### config.mk
export PLATFORM = sky130hd
export DESIGN_NAME = slxb_crossbar_upper
export DESIGN_NICKNAME = d
export VERILOG_FILES = /design/src/slxb_lane_mux.v /design/src/slxb_crossbar_upper.v
export VERILOG_INCLUDE_DIRS = /design/src
export SDC_FILE = /design/constraint.sdc
export NUM_CORES = 1
export LEC_CHECK = 0
export ABC_AREA = 1
export BUFFER_PORTS_ARGS = -buffer_cell sky130_fd_sc_hd__buf_2
export CORE_ASPECT_RATIO = 1.2
export CORE_MARGIN = 2
export CORE_UTILIZATION = 40
export DETAILED_ROUTE_END_ITERATION = 10
export HOLD_SLACK_MARGIN = 0.12
export PLACE_DENSITY = 0.7
export SYNTH_ARGS = -nofsm -noshare
export SYNTH_HDL_FRONTEND = slang
export SYNTH_SLANG_ARGS = --single-unit
### constraint.sdc
create_clock -name core_clk -period 2.2 [get_ports core_clk]
set_clock_uncertainty 0.1 [all_clocks]
set_input_delay 0.55 -clock core_clk [delete_from_list [all_inputs] [get_ports core_clk]]
set_output_delay 0.55 -clock core_clk [all_outputs]
set_load 0.01 [all_outputs]
### src/slxb_regs.vh
// Register map, field layout and reset constants of the upper lane crossbar.
`ifndef SLXB_REGS_VH
`define SLXB_REGS_VH

// Register indices; the byte address of each is four times its index.
`define SLXB_IDX_XBAR45        10'h30a
`define SLXB_IDX_XBAR67        10'h30b
`define SLXB_IDX_FULL_STATUS   10'h30c
`define SLXB_IDX_IRQ_STATUS    10'h320
`define SLXB_IDX_IRQ_MASK      10'h321

`define SLXB_ADDR_XBAR45       ({`SLXB_IDX_XBAR45, 2'b00})
`define SLXB_ADDR_XBAR67       ({`SLXB_IDX_XBAR67, 2'b00})
`define SLXB_ADDR_FULL_STATUS  ({`SLXB_IDX_FULL_STATUS, 2'b00})
`define SLXB_ADDR_IRQ_STATUS   ({`SLXB_IDX_IRQ_STATUS, 2'b00})
`define SLXB_ADDR_IRQ_MASK     ({`SLXB_IDX_IRQ_MASK, 2'b00})

// Field positions inside a crossbar register.
`define SLXB_SEL_HI_MSB        5
`define SLXB_SEL_HI_LSB        3
`define SLXB_SEL_LO_MSB        2
`define SLXB_SEL_LO_LSB        0
`define SLXB_XBAR_RW_MASK      8'h3f

// Reset values.
`define SLXB_RST_SEL_FOUR      3'h4
`define SLXB_RST_SEL_FIVE      3'h5
`define SLXB_RST_SEL_SIX       3'h6
`define SLXB_RST_SEL_SEVEN     3'h7
`define SLXB_RST_FULL_STATUS   8'h00
`define SLXB_RST_IRQ_STATUS    8'h00
`define SLXB_RST_IRQ_MASK      8'h00

`endif

### src/slxb_lane_mux.v
// Eight-to-one lane selector for one logical lane.
`timescale 1ns/1ps
`default_nettype none

module slxb_lane_mux (
   input  wire [7:0] physLanes,
   input  wire [2:0] sel,
   output wire       laneOut
);

   // Selector value n picks physical lane n, 000 through 111.
   assign laneOut = physLanes[sel];

endmodule // slxb_lane_mux

`default_nettype wire

### src/slxb_crossbar_upper.v
// Upper logical lane crossbar with APB register file and full-flag interrupt.
`timescale 1ns/1ps
`default_nettype none
`include "slxb_regs.vh"

module slxb_crossbar_upper (
   input  wire        core_clk,
   input  wire        rstn,
   // APB slave.
   input  wire        psel,
   input  wire        penable,
   input  wire        pwrite,
   input  wire [11:0] paddr,
   input  wire [31:0] pwdata,
   output wire        pready,
   output wire [31:0] prdata,
   output wire        pslverr,
   // Physical serial inputs, one bit per lane.
   input  wire [7:0]  physical_serial_input,
   // Per physical lane buffer full flags from the lane buffers.
   input  wire [7:0]  laneFifoFull,
   // Logical lanes 4 to 7, bit 0 is logical lane 4.
   output wire [3:0]  logicalLaneOut,
   // Level interrupt.
   output wire        irq
);

   ////////////////////////////////////////////////////////////////////////////
   // Declarations.

   reg  [2:0]  logical_four_source_select_q;
   reg  [2:0]  logical_five_source_select_q;
   reg  [2:0]  logical_six_source_select_q;
   reg  [2:0]  logical_seven_source_select_q;
   reg  [7:0]  fullStatus_q;
   reg  [7:0]  fullPrev_q;
   reg  [7:0]  irqStatus_q;
   reg  [7:0]  irqStatus_d;
   reg  [7:0]  irqMask_q;
   reg  [3:0]  laneOut_q;
   reg         respValid_q;
   reg  [31:0] prdata_q;
   reg         pslverr_q;
   reg  [7:0]  readValue;
   reg         addrHit;

   wire [11:0] laneSel;
   wire [3:0]  laneMuxOut;
   wire [7:0]  fullRise;
   wire        accessPhase;
   wire        xferDone;
   wire        wrDone;
   wire        rdDone;
   wire        alignedOk;

   ////////////////////////////////////////////////////////////////////////////
   // Address decode helper.

   // True when the byte address names the register with the given index.
   function hitIndex;
      input [11:0] addr;
      input [9:0]  idx;
      begin
         hitIndex = (addr == {idx, 2'b00});
      end
   endfunction

   ////////////////////////////////////////////////////////////////////////////
   // APB handshake.

   // One wait state: the first access cycle loads the read word into a flop,
   // the second completes. This keeps prdata registered at the cost of a cycle.
   assign accessPhase = psel & penable;
   assign pready      = accessPhase & respValid_q;
   assign xferDone    = accessPhase & respValid_q;
   assign wrDone      = xferDone & pwrite & ~pslverr_q;
   assign rdDone      = xferDone & ~pwrite & ~pslverr_q;
   assign prdata      = prdata_q;
   assign pslverr     = pready & pslverr_q;
   assign alignedOk   = (paddr[1:0] == 2'b00);

   always @* begin
      readValue = 8'h00;
      addrHit   = 1'b1;
      if (hitIndex(paddr, `SLXB_IDX_XBAR45)) begin
         // Reserved bits 7:6 read as zero.
         readValue = {2'b00, logical_five_source_select_q, logical_four_source_select_q};
      end else if (hitIndex(paddr, `SLXB_IDX_XBAR67)) begin
         readValue = {2'b00, logical_seven_source_select_q, logical_six_source_select_q};
      end else if (hitIndex(paddr, `SLXB_IDX_FULL_STATUS)) begin
         readValue = fullStatus_q;
      end else if (hitIndex(paddr, `SLXB_IDX_IRQ_STATUS)) begin
         readValue = irqStatus_q;
      end else if (hitIndex(paddr, `SLXB_IDX_IRQ_MASK)) begin
         readValue = irqMask_q;
      end else begin
         addrHit = 1'b0;
      end
   end

   always @(posedge core_clk or negedge rstn) begin
      if (!rstn) begin
         respValid_q <= 1'b0;
         prdata_q    <= 32'h0000_0000;
         pslverr_q   <= 1'b0;
      end else if (xferDone) begin
         respValid_q <= 1'b0;
      end else if (accessPhase) begin
         respValid_q <= 1'b1;
         pslverr_q   <= ~(addrHit & alignedOk);
         if (!pwrite && addrHit && alignedOk) begin
            prdata_q <= {24'h00_0000, readValue};
         end else begin
            prdata_q <= 32'h0000_0000;
         end
      end
   end

   ////////////////////////////////////////////////////////////////////////////
   // Crossbar selector registers.

   // Only bits 5:0 are stored, so writes to the reserved bits fall away.
   always @(posedge core_clk or negedge rstn) begin
      if (!rstn) begin
         logical_four_source_select_q  <= `SLXB_RST_SEL_FOUR;
         logical_five_source_select_q  <= `SLXB_RST_SEL_FIVE;
         logical_six_source_select_q   <= `SLXB_RST_SEL_SIX;
         logical_seven_source_select_q <= `SLXB_RST_SEL_SEVEN;
      end else if (wrDone) begin
         if (hitIndex(paddr, `SLXB_IDX_XBAR45)) begin
            logical_five_source_select_q <= pwdata[`SLXB_SEL_HI_MSB:`SLXB_SEL_HI_LSB];
            logical_four_source_select_q <= pwdata[`SLXB_SEL_LO_MSB:`SLXB_SEL_LO_LSB];
         end
         if (hitIndex(paddr, `SLXB_IDX_XBAR67)) begin
            logical_seven_source_select_q <= pwdata[`SLXB_SEL_HI_MSB:`SLXB_SEL_HI_LSB];
            logical_six_source_select_q   <= pwdata[`SLXB_SEL_LO_MSB:`SLXB_SEL_LO_LSB];
         end
      end
   end

   ////////////////////////////////////////////////////////////////////////////
   // Lane routing.

   assign laneSel = {logical_seven_source_select_q, logical_six_source_select_q,
                     logical_five_source_select_q, logical_four_source_select_q};

   genvar gi;
   generate
      for (gi = 0; gi < 4; gi = gi + 1) begin : gLane
         slxb_lane_mux uMux (
            .physLanes (physical_serial_input),
            .sel       (laneSel[3*gi+2:3*gi]),
            .laneOut   (laneMuxOut[gi])
         );
      end
   endgenerate

   // A selector change takes effect on the next edge; the lane may glitch one
   // bit across the change, so software should switch lanes while idle.
   always @(posedge core_clk or negedge rstn) begin
      if (!rstn) begin
         laneOut_q <= 4'h0;
      end else begin
         laneOut_q <= laneMuxOut;
      end
   end

   assign logicalLaneOut = laneOut_q;

   ////////////////////////////////////////////////////////////////////////////
   // Full flag status and interrupt.

   always @(posedge core_clk or negedge rstn) begin
      if (!rstn) begin
         fullStatus_q <= `SLXB_RST_FULL_STATUS;
         fullPrev_q   <= 8'h00;
      end else begin
         fullStatus_q <= laneFifoFull;
         fullPrev_q   <= fullStatus_q;
      end
   end

   // A lane buffer becoming full is the interrupt event.
   assign fullRise = fullStatus_q & ~fullPrev_q;

   // Read clears only the bits that were returned; a new event wins.
   always @* begin
      irqStatus_d = irqStatus_q;
      if (rdDone && hitIndex(paddr, `SLXB_IDX_IRQ_STATUS)) begin
         irqStatus_d = irqStatus_q & ~prdata_q[7:0];
      end
      irqStatus_d = irqStatus_d | fullRise;
   end

   always @(posedge core_clk or negedge rstn) begin
      if (!rstn) begin
         irqStatus_q <= `SLXB_RST_IRQ_STATUS;
         irqMask_q   <= `SLXB_RST_IRQ_MASK;
      end else begin
         irqStatus_q <= irqStatus_d;
         if (wrDone && hitIndex(paddr, `SLXB_IDX_IRQ_MASK)) begin
            irqMask_q <= pwdata[7:0];
         end
      end
   end

   assign irq = |(irqStatus_q & irqMask_q);

endmodule // slxb_crossbar_upper

`default_nettype wire

==> key figures, run 1 <==
Run status
  – Status: finished clean

GRT
  – Met1 Use GR: 0.213
  – Largest net degree at the start of global routing: 59
  – All-layer global routing usage: 0.174
  – Initial antenna violation count: 0
  – Grt peak-use layer: met2
  – Gr ovfl total: 0
  – Vias in the first global route: 2412
  – M2 GR Usage: 0.291
  – First-pass GRT wire length: 11.4 mm
  – Met3 usage: 0.0459

Setup path
  – CP Data Arrival Time: 1.44 ns
  – Crit Path Max Fanout: 3
  – Critical path class: reg2out
  – CP cell instances: a22o_1 -> a21oi_1 -> nand4_1 -> buf_2
  – Worst path max stage delay: 0.41 ns
  – Data required, critical path: 1.55 ns
  – Kind of end point of the critical path: output port
  – Crit start category: register
  – Slowest CP cell: dfrtp_1

Synthesis
  – Synthesis Warnings: 0
  – Seq/Total Area, Yosys: 0.471
  – Cells after synthesis: 382
  – Synth Cell Area: 3110 um2
  – Synthesized area per cell: 8.13 um2
  – Share of the synthesized area in the top cell type: 0.403
  – Synth area leader: dfrtp_1
  – Unique masters post-synth: 30
  – Synth area leaders: dfrtp_1, nand2_1, dfstp_2
  – #FFs+latches synth: 58

Drt
  – DR vias/cell: 4.85
  – Drt first-iter violations: 183
  – Via count: 2626
  – Initial DRT Pass Iterations: 4
  – Final antenna-violating net count: 0
  – DR WL/cell: 12.9 um
  – Post-Route WL: 6.99 mm
  – DR DRC count: 0

Pwr
  – Clock power frac: 0.506
  – Gate power share: 0.070
  – P_sw: 0.000553 W
  – Seq pwr share: 0.424
  – Design Power: 0.00260 W
  – Switch share: 0.213
  – P per Cell Area: 705 nW/um2
  – Peak VDD IR: 0.000374 V
  – Internal power: 0.00204 W
  – Leak: 1.83 nW

Floorplan
  – Initial Util: 0.408
  – DIE AREA: 8490 um2
  – I/O pin cnt: 104
  – Die H: 101 um
  – Die width: 84.4 um
  – Row count: 35
  – Core ar.: 7620 um2

Flow run
  – Max-Cap Viols: 0

Layout
  – Share of layout cells above drive strength 1: 0.258
  – Fillers: 742
  – Area growth syn-to-layout: 18.7%
  – Ant diodes: 0
  – Final nets: 510

Timing
  – Setup TNS: 0 ns
  – Unrepaired setup endpoints after global routing: no
  – PnR worst setup slack: 0.113 ns
  – Max-slew violation count: 0
  – Worst hold slack: 0.210 ns
  – Final Setup Violations: 0
  – Max Clk Rate: 479 MHz
  – Hold Fails Final Rpt: 0
  – Min cycle time layout: 2.09 ns
  – Final period util: 0.949

Clock network
  – Clk slew on worst S/H paths: 0.07 ns
  – Setup bufs post-CTS: 0
  – CTS tree: yes
  – Total CTS buffers: 9
  – Hold buffers post-CTS: 1
  – H-tree depth: 3
  – Clk root buf: clkbuf_8
  – Clk buf depth: 2
  – Sink Count: 58
  – Clk_lat worst skew: 0.34 ns
  – Post-cts sizing count: 0

Placement
  – DPL Wire Length: 5.16 mm
  – RePlAce Congestion: 0.863
  – Count of input and output buffers: 55
  – Pre-CTS setup slack: 0.247 ns

Hold path
  – Worst hold path class: in2reg
-- per-stage QoR --
stage	utilization	cell area [um2]	std cells
floorplan	-	3190	405
global placement	0.447	3410	525
detailed placement	0.447	3410	525
CTS	0.484	3680	542
global route	0.484	3680	542
finish	0.484	3680	542
-- placed cells by master, fill, tap and decap left out, types with 8 or more instances in the layout --
cell type	instances
o21ai_1	30
buf_2	55
nor2_1	32
dfrtp_1	50
o21ai_0	25
inv_1	45
conb_1	24
a21oi_1	12
nand3_1	23
clkbuf_8	10
o21ai_2	8
dfstp_2	8
nand2_1	78
-- worst max-delay path: cells and delay by family, from the launching register on --
kind | cells | cell delay [ns]
AND/OR/NAND/NOR | 1 | 0.13
buffers and inverters | 1 | 0.16
flip-flops | 1 | 0.41
AO/OA/AOI/OAI | 2 | 0.40
-- routing by layer --
| metal | vias to the layer above | share of wire |
|---|---|---|
| li1 | 1312 | - |
| met1 | 1214 | 0.42 |
| met2 | 89 | 0.50 |
| met3 | 11 | 0.057 |
| met4 | 0 | 0.020 |
| met5 | - | 0 |
-- power groups by stage --
stage                     clock, W  sequential [W]  combinational [W]
after floorplan                  0         0.00112           0.000117
after global placement           0         0.00112           0.000177
after detailed placement         0         0.00112           0.000181
after CTS                  0.00134         0.00110           0.000184
after global routing       0.00139         0.00110           0.000206
final                      0.00131         0.00110           0.000182
-- synth_stat cells --
library cell,count
mux2_4,1
nor2_1,32
o21ai_0,25
buf_6,2
inv_1,45
o21ai_1,30
nand4_1,3
a21oi_1,12
buf_4,24
dfrtp_1,50
nand3_2,5
inv_2,5
nand2_1,78
nand4_4,1
conb_1,1
nand3_1,23
o21ai_2,8
clkbuf_1,5
nand3b_1,1
dfstp_2,8
o211ai_1,4
a21oi_2,1
buf_2,2
nor2_2,3
nand2_2,4
a22o_1,1
a31oi_1,4
nor3_4,1
nor2_8,1
nor2_4,2
-- flip-flops by register name, indices dropped and copies added (netlist names) --
register	cells
logical_four_source_select_q	3
fullPrev_q	8
pslverr_q	1
irqStatus_q	8
logical_five_source_select_q	3
logical_six_source_select_q	3
fullStatus_q	8
logical_seven_source_select_q	3
respValid_q	1
irqMask_q	8
prdata	8
logicalLaneOut	4
-- path summary, 6_finish.rpt --
| check | startpoint | endpoint | slack, ns | cells past startpoint |
|---|---|---|---|---|
| min in group asynchronous | rstn | fullStatus_q[1]$_DFF_PN0_ | 0.64 | 3 |
| worst min register to register | fullPrev_q[0]$_DFF_PN0_ | irqStatus_q[0]$_DFF_PN0_ | 0.31 | 1 |
| worst min-delay path | laneFifoFull[6] | fullStatus_q[6]$_DFF_PN0_ | 0.21 | 1 |
| worst max register to register | respValid_q$_DFFE_PN0P_ | logical_four_source_select_q[2]$_DFFE_PN1P_ | 0.55 | 6 |
| worst max-delay path | irqMask_q[3]$_DFFE_PN0P_ | irq | 0.11 | 4 |
| max in group asynchronous | rstn | logical_seven_source_select_q[0]$_DFFE_PN1P_ | 1.04 | 3 |
-- cell type report --
| cell class | instances | area, um2 | share of cell area |
|---|---|---|---|
| clock inverters | 5 | 125 | 0.0340 |
| multi-input cells | 264 | 1310 | 0.356 |
| repair buffers | 62 | 343 | 0.0930 |
| clock buffers | 11 | 141 | 0.0384 |
| well taps | 92 | 115 | 0.0312 |
| inverters | 50 | 188 | 0.0509 |
| flip-flops and latches | 58 | 1460 | 0.397 |
-- logic make-up after synthesis --
group                  count (synthesis)  synth area share
AO/OA/AOI/OAI                         85             0.154
buffers and inverters                 83             0.135
flip-flops                            58             0.471
multiplexers                           1           0.00483
other                                  1           0.00121
AND/OR/NAND/NOR                      154             0.234
No activity file was read; power rests on OpenSTA's default activity.
==> run 2, diff against run 1 <==
- SETUP_SLACK_MARGIN: unset -> 0.5
==> run 2 against run 1 <==
Against the previous run:
- critical path depth unchanged
- sequential share of layout area fell by 1.0 points
- highest routed layer unchanged
- wire length is 1.8% higher
- largest power group unchanged
- sequential power hardly changed
- critical endpoint unchanged
- cell count is 1.5% higher
==> key figures, run 2 (synthesized netlist as in run 1, its figures left out) <==
Run status
  – Status: finished clean (unchanged)

Pwr
  – P per Cell Area: 693 nW/um2 (was 705 nW/um2)
  – Peak VDD IR: 0.000376 V (was 0.000374 V)
  – Leak: 1.88 nW (was 1.83 nW)

Timing
  – Unrepaired setup endpoints after global routing: yes (was no)
  – Final Setup Violations: 0 (unchanged)
  – Setup TNS: 0 ns (unchanged)
  – Max Clk Rate: 497 MHz (was 479 MHz)
  – Max-slew violation count: 0 (unchanged)
  – Min cycle time layout: 2.01 ns (was 2.09 ns)
  – Hold Fails Final Rpt: 0 (unchanged)
  – Final period util: 0.914 (was 0.949)

Floorplan
  – I/O pin cnt: 104 (unchanged)
  – Die width: 84.4 um (unchanged)
  – Initial Util: 0.408 (unchanged)
  – Die H: 101 um (unchanged)
  – Row count: 35 (unchanged)
  – DIE AREA: 8490 um2 (unchanged)
  – Core ar.: 7620 um2 (unchanged)

Drt
  – Post-Route WL: 7.12 mm (was 6.99 mm)
  – Initial DRT Pass Iterations: 4 (unchanged)
  – Final antenna-violating net count: 0 (unchanged)
  – DR vias/cell: 4.85 (about the same)
  – Drt first-iter violations: 157 (was 183)
  – Via count: 2668 (was 2626)
  – DR DRC count: 0 (unchanged)
  – DR WL/cell: 12.9 um (about the same)

Layout
  – Fillers: 730 (was 742)
  – Share of layout cells above drive strength 1: 0.282 (was 0.258)
  – Area growth syn-to-layout: 21.8% (was 18.7%)
  – Final nets: 518 (was 510)
  – Ant diodes: 0 (unchanged)
  – Final Non-Filler Cells: 550 (was 542)
  – Commonest cells after routing, fill and taps aside: nand2_1, buf_2, dfrtp_1 (unchanged)
  – Most common cell after layout, fill and taps aside: nand2_1 (unchanged)

Clock network
  – Clk slew on worst S/H paths: 0.07 ns (about the same)
  – CTS tree: yes (unchanged)
  – Clk_lat worst skew: 0.34 ns (about the same)
  – Clk buf depth: 2 (unchanged)
  – Sink Count: 58 (unchanged)
  – H-tree depth: 3 (unchanged)
  – Total CTS buffers: 9 (unchanged)
  – Clk root buf: clkbuf_8 (unchanged)

GRT
  – Vias in the first global route: 2446 (was 2412)
  – All-layer global routing usage: 0.174 (about the same)
  – First-pass GRT wire length: 11.4 mm (about the same)
  – Initial antenna violation count: 0 (unchanged)
  – Gr ovfl total: 0 (unchanged)
  – Largest net degree at the start of global routing: 59 (unchanged)

Setup path
  – Crit Path Max Fanout: 2 (was 3)
  – CP Data Arrival Time: 1.36 ns (was 1.44 ns)
  – Critical path class: reg2out (unchanged)
  – Crit start category: register (unchanged)
  – Data required, critical path: 1.55 ns (about the same)
  – Kind of end point of the critical path: output port (unchanged)

Hold path
  – Worst hold path class: in2reg (unchanged)

Flow run
  – Max-Cap Viols: 0 (unchanged)

Placement
  – Placed Instances: 525 (unchanged)
  – Count of input and output buffers: 55 (unchanged)
  – RePlAce Congestion: 0.863 (unchanged)
  – DPL Wire Length: 5.16 mm (unchanged)
==> run 2: per-layer routing <==
metal	track usage	vias up	part of all wire
met1	0.209	1241	0.42
met2	0.294	87	0.51
met3	0.0459	12	0.053
li1	-	1328	-
met5	0	-	0
met4	0.0781	0	0.023
==> run 2: repair_timing <==
action,4_1_cts,5_1_grt
hold buffers,1,0
buffers inserted,6,2
endpoints found under the setup margin,3,20
pin swaps,4,2
gates resized for setup,3,6
hold endpoints to repair,50,0
==> run 2: per-stage QoR <==
step / hold WS (ns) / area (um2) / setup slack [ns] / utilization / power [W]
6_report: 0.209 / 3780 / 0.189 / 0.497 / 0.00262
5_1_grt: 0.191 / 3780 / 0.122 / 0.497 / 0.00272
3_3_place_gp: 0.294 / 3410 / 0.285 / 0.447 / 0.00130
2_1_floorplan: 0.154 / 3190 / 0.545 / - / 0.00124
3_5_place_dp: 0.299 / 3410 / 0.247 / 0.447 / 0.00130
4_1_cts: 0.190 / 3740 / 0.157 / 0.491 / 0.00264
==> run 2: cell type report <==
class / count / area, um2 / share of cell area
timing repair buffer: 70 / 413 / 0.109
tap: 92 / 115 / 0.0304
clock buffer: 11 / 141 / 0.0374
sequential: 58 / 1460 / 0.386
inverter: 50 / 188 / 0.0496
clock inverter: 5 / 125 / 0.0331
multi-input combinational: 264 / 1340 / 0.354
==> run 2: critical path: stages, from the launching register on <==
cell and delay, ns:
dfrtp_1 0.38, a22o_1 0.24, a21oi_2 0.12, nand4_1 0.12
buf_2 0.16
==> run 2: power breakdown <==
part / internal (W) / total (W) / switching (W)
Sequential: 0.00109 / 0.00110 / 0.0000119
Combinational: 0.0000740 / 0.000204 / 0.000130
Clock: 0.000896 / 0.00132 / 0.000421
Total: 0.00206 / 0.00262 / 0.000563
==> run 2: final timing paths <==
check	start	end	slack (ns)	cells past startpoint
max	irqStatus_q[3]$_DFF_PN0_	irq	0.19	4
min	laneFifoFull[6]	fullStatus_q[6]$_DFF_PN0_	0.21	1
max reg2reg	respValid_q$_DFFE_PN0P_	irqMask_q[1]$_DFFE_PN0P_	0.56	9
min reg2reg	fullPrev_q[0]$_DFF_PN0_	irqStatus_q[0]$_DFF_PN0_	0.31	1
max in group asynchronous	rstn	logical_five_source_select_q[2]$_DFFE_PN1P_	1.04	3
min in group asynchronous	rstn	fullPrev_q[5]$_DFF_PN0_	0.64	3
==> run 3, diff against run 2 <==
- BUFFER_PORTS_ARGS: -buffer_cell sky130_fd_sc_hd__buf_2 -> -buffer_cell sky130_fd_sc_hd__buf_4
- MAX_ROUTING_LAYER: unset -> met4
==> run 3 against run 2 <==
Against the previous run:
- fmax shrank 0.73%
- worst hold slack lost 0.053 ns
- first-iteration DRC count grew 22%
==> key figures, run 3 (synthesized netlist as in run 1, its figures left out) <==
Pwr
  – P_sw: 0.000593 W (was 0.000563 W)
  – P per Cell Area: 610 nW/um2 (was 693 nW/um2)
  – Clock power frac: 0.449 (was 0.502)
  – Gate power share: 0.094 (was 0.078)
  – Seq pwr share: 0.457 (was 0.420)
  – Design Power: 0.00241 W (was 0.00262 W)
  – Peak VDD IR: 0.000558 V (was 0.000376 V)
  – Leak: 1.90 nW (was 1.88 nW)
  – Internal power: 0.00182 W (was 0.00206 W)
  – Switch share: 0.246 (was 0.215)

Clock network
  – CTS tree: yes (unchanged)
  – H-tree depth: 3 (unchanged)
  – Clk buf depth: 2 (unchanged)
  – Clk slew on worst S/H paths: 0.07 ns (about the same)
  – Clk root buf: clkbuf_8 (unchanged)
  – Total CTS buffers: 9 (unchanged)
  – Sink Count: 58 (unchanged)
  – Clk_lat worst skew: 0.35 ns (was 0.34 ns)

Floorplan
  – Die width: 84.4 um (unchanged)
  – I/O pin cnt: 104 (unchanged)
  – Initial Util: 0.408 (unchanged)
  – Core ar.: 7620 um2 (unchanged)
  – Die H: 101 um (unchanged)
  – Row count: 35 (unchanged)
  – DIE AREA: 8490 um2 (unchanged)

Timing
  – Hold Fails Final Rpt: 0 (unchanged)
  – Final Setup Violations: 0 (unchanged)
  – Unrepaired setup endpoints after global routing: yes (unchanged)
  – Min cycle time layout: 2.03 ns (was 2.01 ns)
  – Setup TNS: 0 ns (unchanged)
  – Worst hold slack: 0.156 ns (was 0.209 ns)
  – Slew headroom: 0.523
  – Final period util: 0.921 (was 0.914)
  – Max Clk Rate: 494 MHz (was 497 MHz)
  – Worst slew pin tran: 0.716 ns
  – Max-slew violation count: 0 (unchanged)

Placement
  – RePlAce Congestion: 0.870 (was 0.863)
  – DPL Wire Length: 5.38 mm (was 5.16 mm)
  – Count of input and output buffers: 55 (unchanged)
  – Cell Area, Placed: 3530 um2 (was 3410 um2)

GRT
  – First-pass GRT wire length: 11.6 mm (was 11.4 mm)
  – Gr ovfl total: 0 (unchanged)
  – Initial antenna violation count: 0 (unchanged)
  – Largest net degree at the start of global routing: 59 (unchanged)
  – Vias in the first global route: 2522 (was 2446)
  – All-layer global routing usage: 0.181 (was 0.174)

Drt
  – DR DRC count: 0 (unchanged)
  – Via count: 2728 (was 2668)
  – Drt first-iter violations: 191 (was 157)
  – DR WL/cell: 13.4 um (was 12.9 um)
  – Initial DRT Pass Iterations: 4 (unchanged)
  – Final antenna-violating net count: 0 (unchanged)
  – Post-Route WL: 7.43 mm (was 7.12 mm)
  – DR vias/cell: 4.92 (was 4.85)

Layout
  – Share of layout cells above drive strength 1: 0.302 (was 0.282)
  – Commonest cells after routing, fill and taps aside: nand2_1, buf_4, dfrtp_1 (was nand2_1, buf_2, dfrtp_1)
  – Area growth syn-to-layout: 27.2% (was 21.8%)
  – Most common cell after layout, fill and taps aside: nand2_1 (unchanged)
  – Final nets: 523 (was 518)
  – Ant diodes: 0 (unchanged)
  – Finished Cell Area: 3950 um2 (was 3780 um2)

Setup path
  – Slowest CP cell: dfrtp_1 (unchanged)
  – Crit start category: register (unchanged)
  – CP cell instances: a22o_1 -> a21oi_2 -> nand4_1 -> buf_4 (was a22o_1 -> a21oi_2 -> nand4_1 -> buf_2)
  – Reg2Reg Launch Point: respValid_q$_DFFE_PN0P_ (unchanged)
  – Crit Path Max Fanout: 2 (unchanged)
  – Data required, critical path: 1.55 ns (about the same)
  – CP Data Arrival Time: 1.38 ns (was 1.36 ns)
  – Top delay family on crit path: flip-flops (unchanged)
  – Critical path class: reg2out (unchanged)
  – Setup crit start: irqMask_q[3]$_DFFE_PN0P_ (was irqStatus_q[3]$_DFF_PN0_)
  – Crit path buf inv count: 1 (unchanged)
  – Worst path max stage delay: 0.38 ns (about the same)
  – Kind of end point of the critical path: output port (unchanged)

Run status
  – Status: finished clean (unchanged)

Hold path
  – Worst hold path class: in2async (was in2reg)

Flow run
  – Max-Cap Viols: 0 (unchanged)
## run 3: changes by cell type in the layout (fill, tap and decap cells not counted), moves of 2 or more
cell,change
nand3_2,-2
nand3_4,+4
buf_4,+59
bufinv_16,-2
buf_2,-54
nor2_2,-2
nand2_2,+2
clkinvlp_4,+2
nor2_4,+3
## run 3: path summary, 6_finish.rpt
path | end | slack, ns | depth (start not counted)
min in group core_clk | fullStatus_q[7]$_DFF_PN0_ | 0.20 | 1
worst max register to register | irqMask_q[2]$_DFFE_PN0P_ | 0.51 | 9
worst min register to register | irqStatus_q[1]$_DFF_PN0_ | 0.30 | 1
worst max-delay path | irq | 0.17 | 4
max in group asynchronous | logicalLaneOut[1]$_DFF_PN0_ | 1.36 | 1
worst min-delay path | prdata[5]$_DFFE_PN0P_ | 0.16 | 1
## run 3: power groups by stage
stage                     registers, W  logic (W)  clock network, W
after floorplan                0.00112   0.000117                 0
after global placement         0.00112   0.000197                 0
after detailed placement       0.00112   0.000202                 0
after CTS                      0.00110   0.000215           0.00110
after global routing           0.00110   0.000251           0.00115
final                          0.00110   0.000227           0.00108
## run 3: through the flow
stage                     setup WS (ns)  std cells  utilization
after global placement            0.275        524        0.463
after global routing              0.131        555        0.518
after CTS                         0.167        546        0.500
final                             0.174        555        0.518
after floorplan                   0.545        405            -
after detailed placement          0.239        524        0.463
## run 3: final cells by class
type / instances / area [um2]
well taps: 92 / 115
repair buffers: 73 / 556
inverters: 50 / 190
fillers: 735 / 3670
flip-flops and latches: 58 / 1460
multi-input cells: 266 / 1410
clock inverters: 7 / 93.8
clock buffers: 9 / 124
## run 3: layer usage
metal  wire length (um)  up-vias  GRT usage
li1                   -     1350          -
met1               2980     1269      0.211
met2               3780       93      0.301
met3                471       16     0.0426
met4                193        0     0.0781
met5                  0        -          -
## run 3: repair_timing
action | CTS | global route
pin swaps | 3 | 5
hold buffers | 0 | 0
buffers inserted | 6 | 7
gates cloned | 0 | 2
resized for setup | 6 | 15
endpoints found under the setup margin | 3 | 20
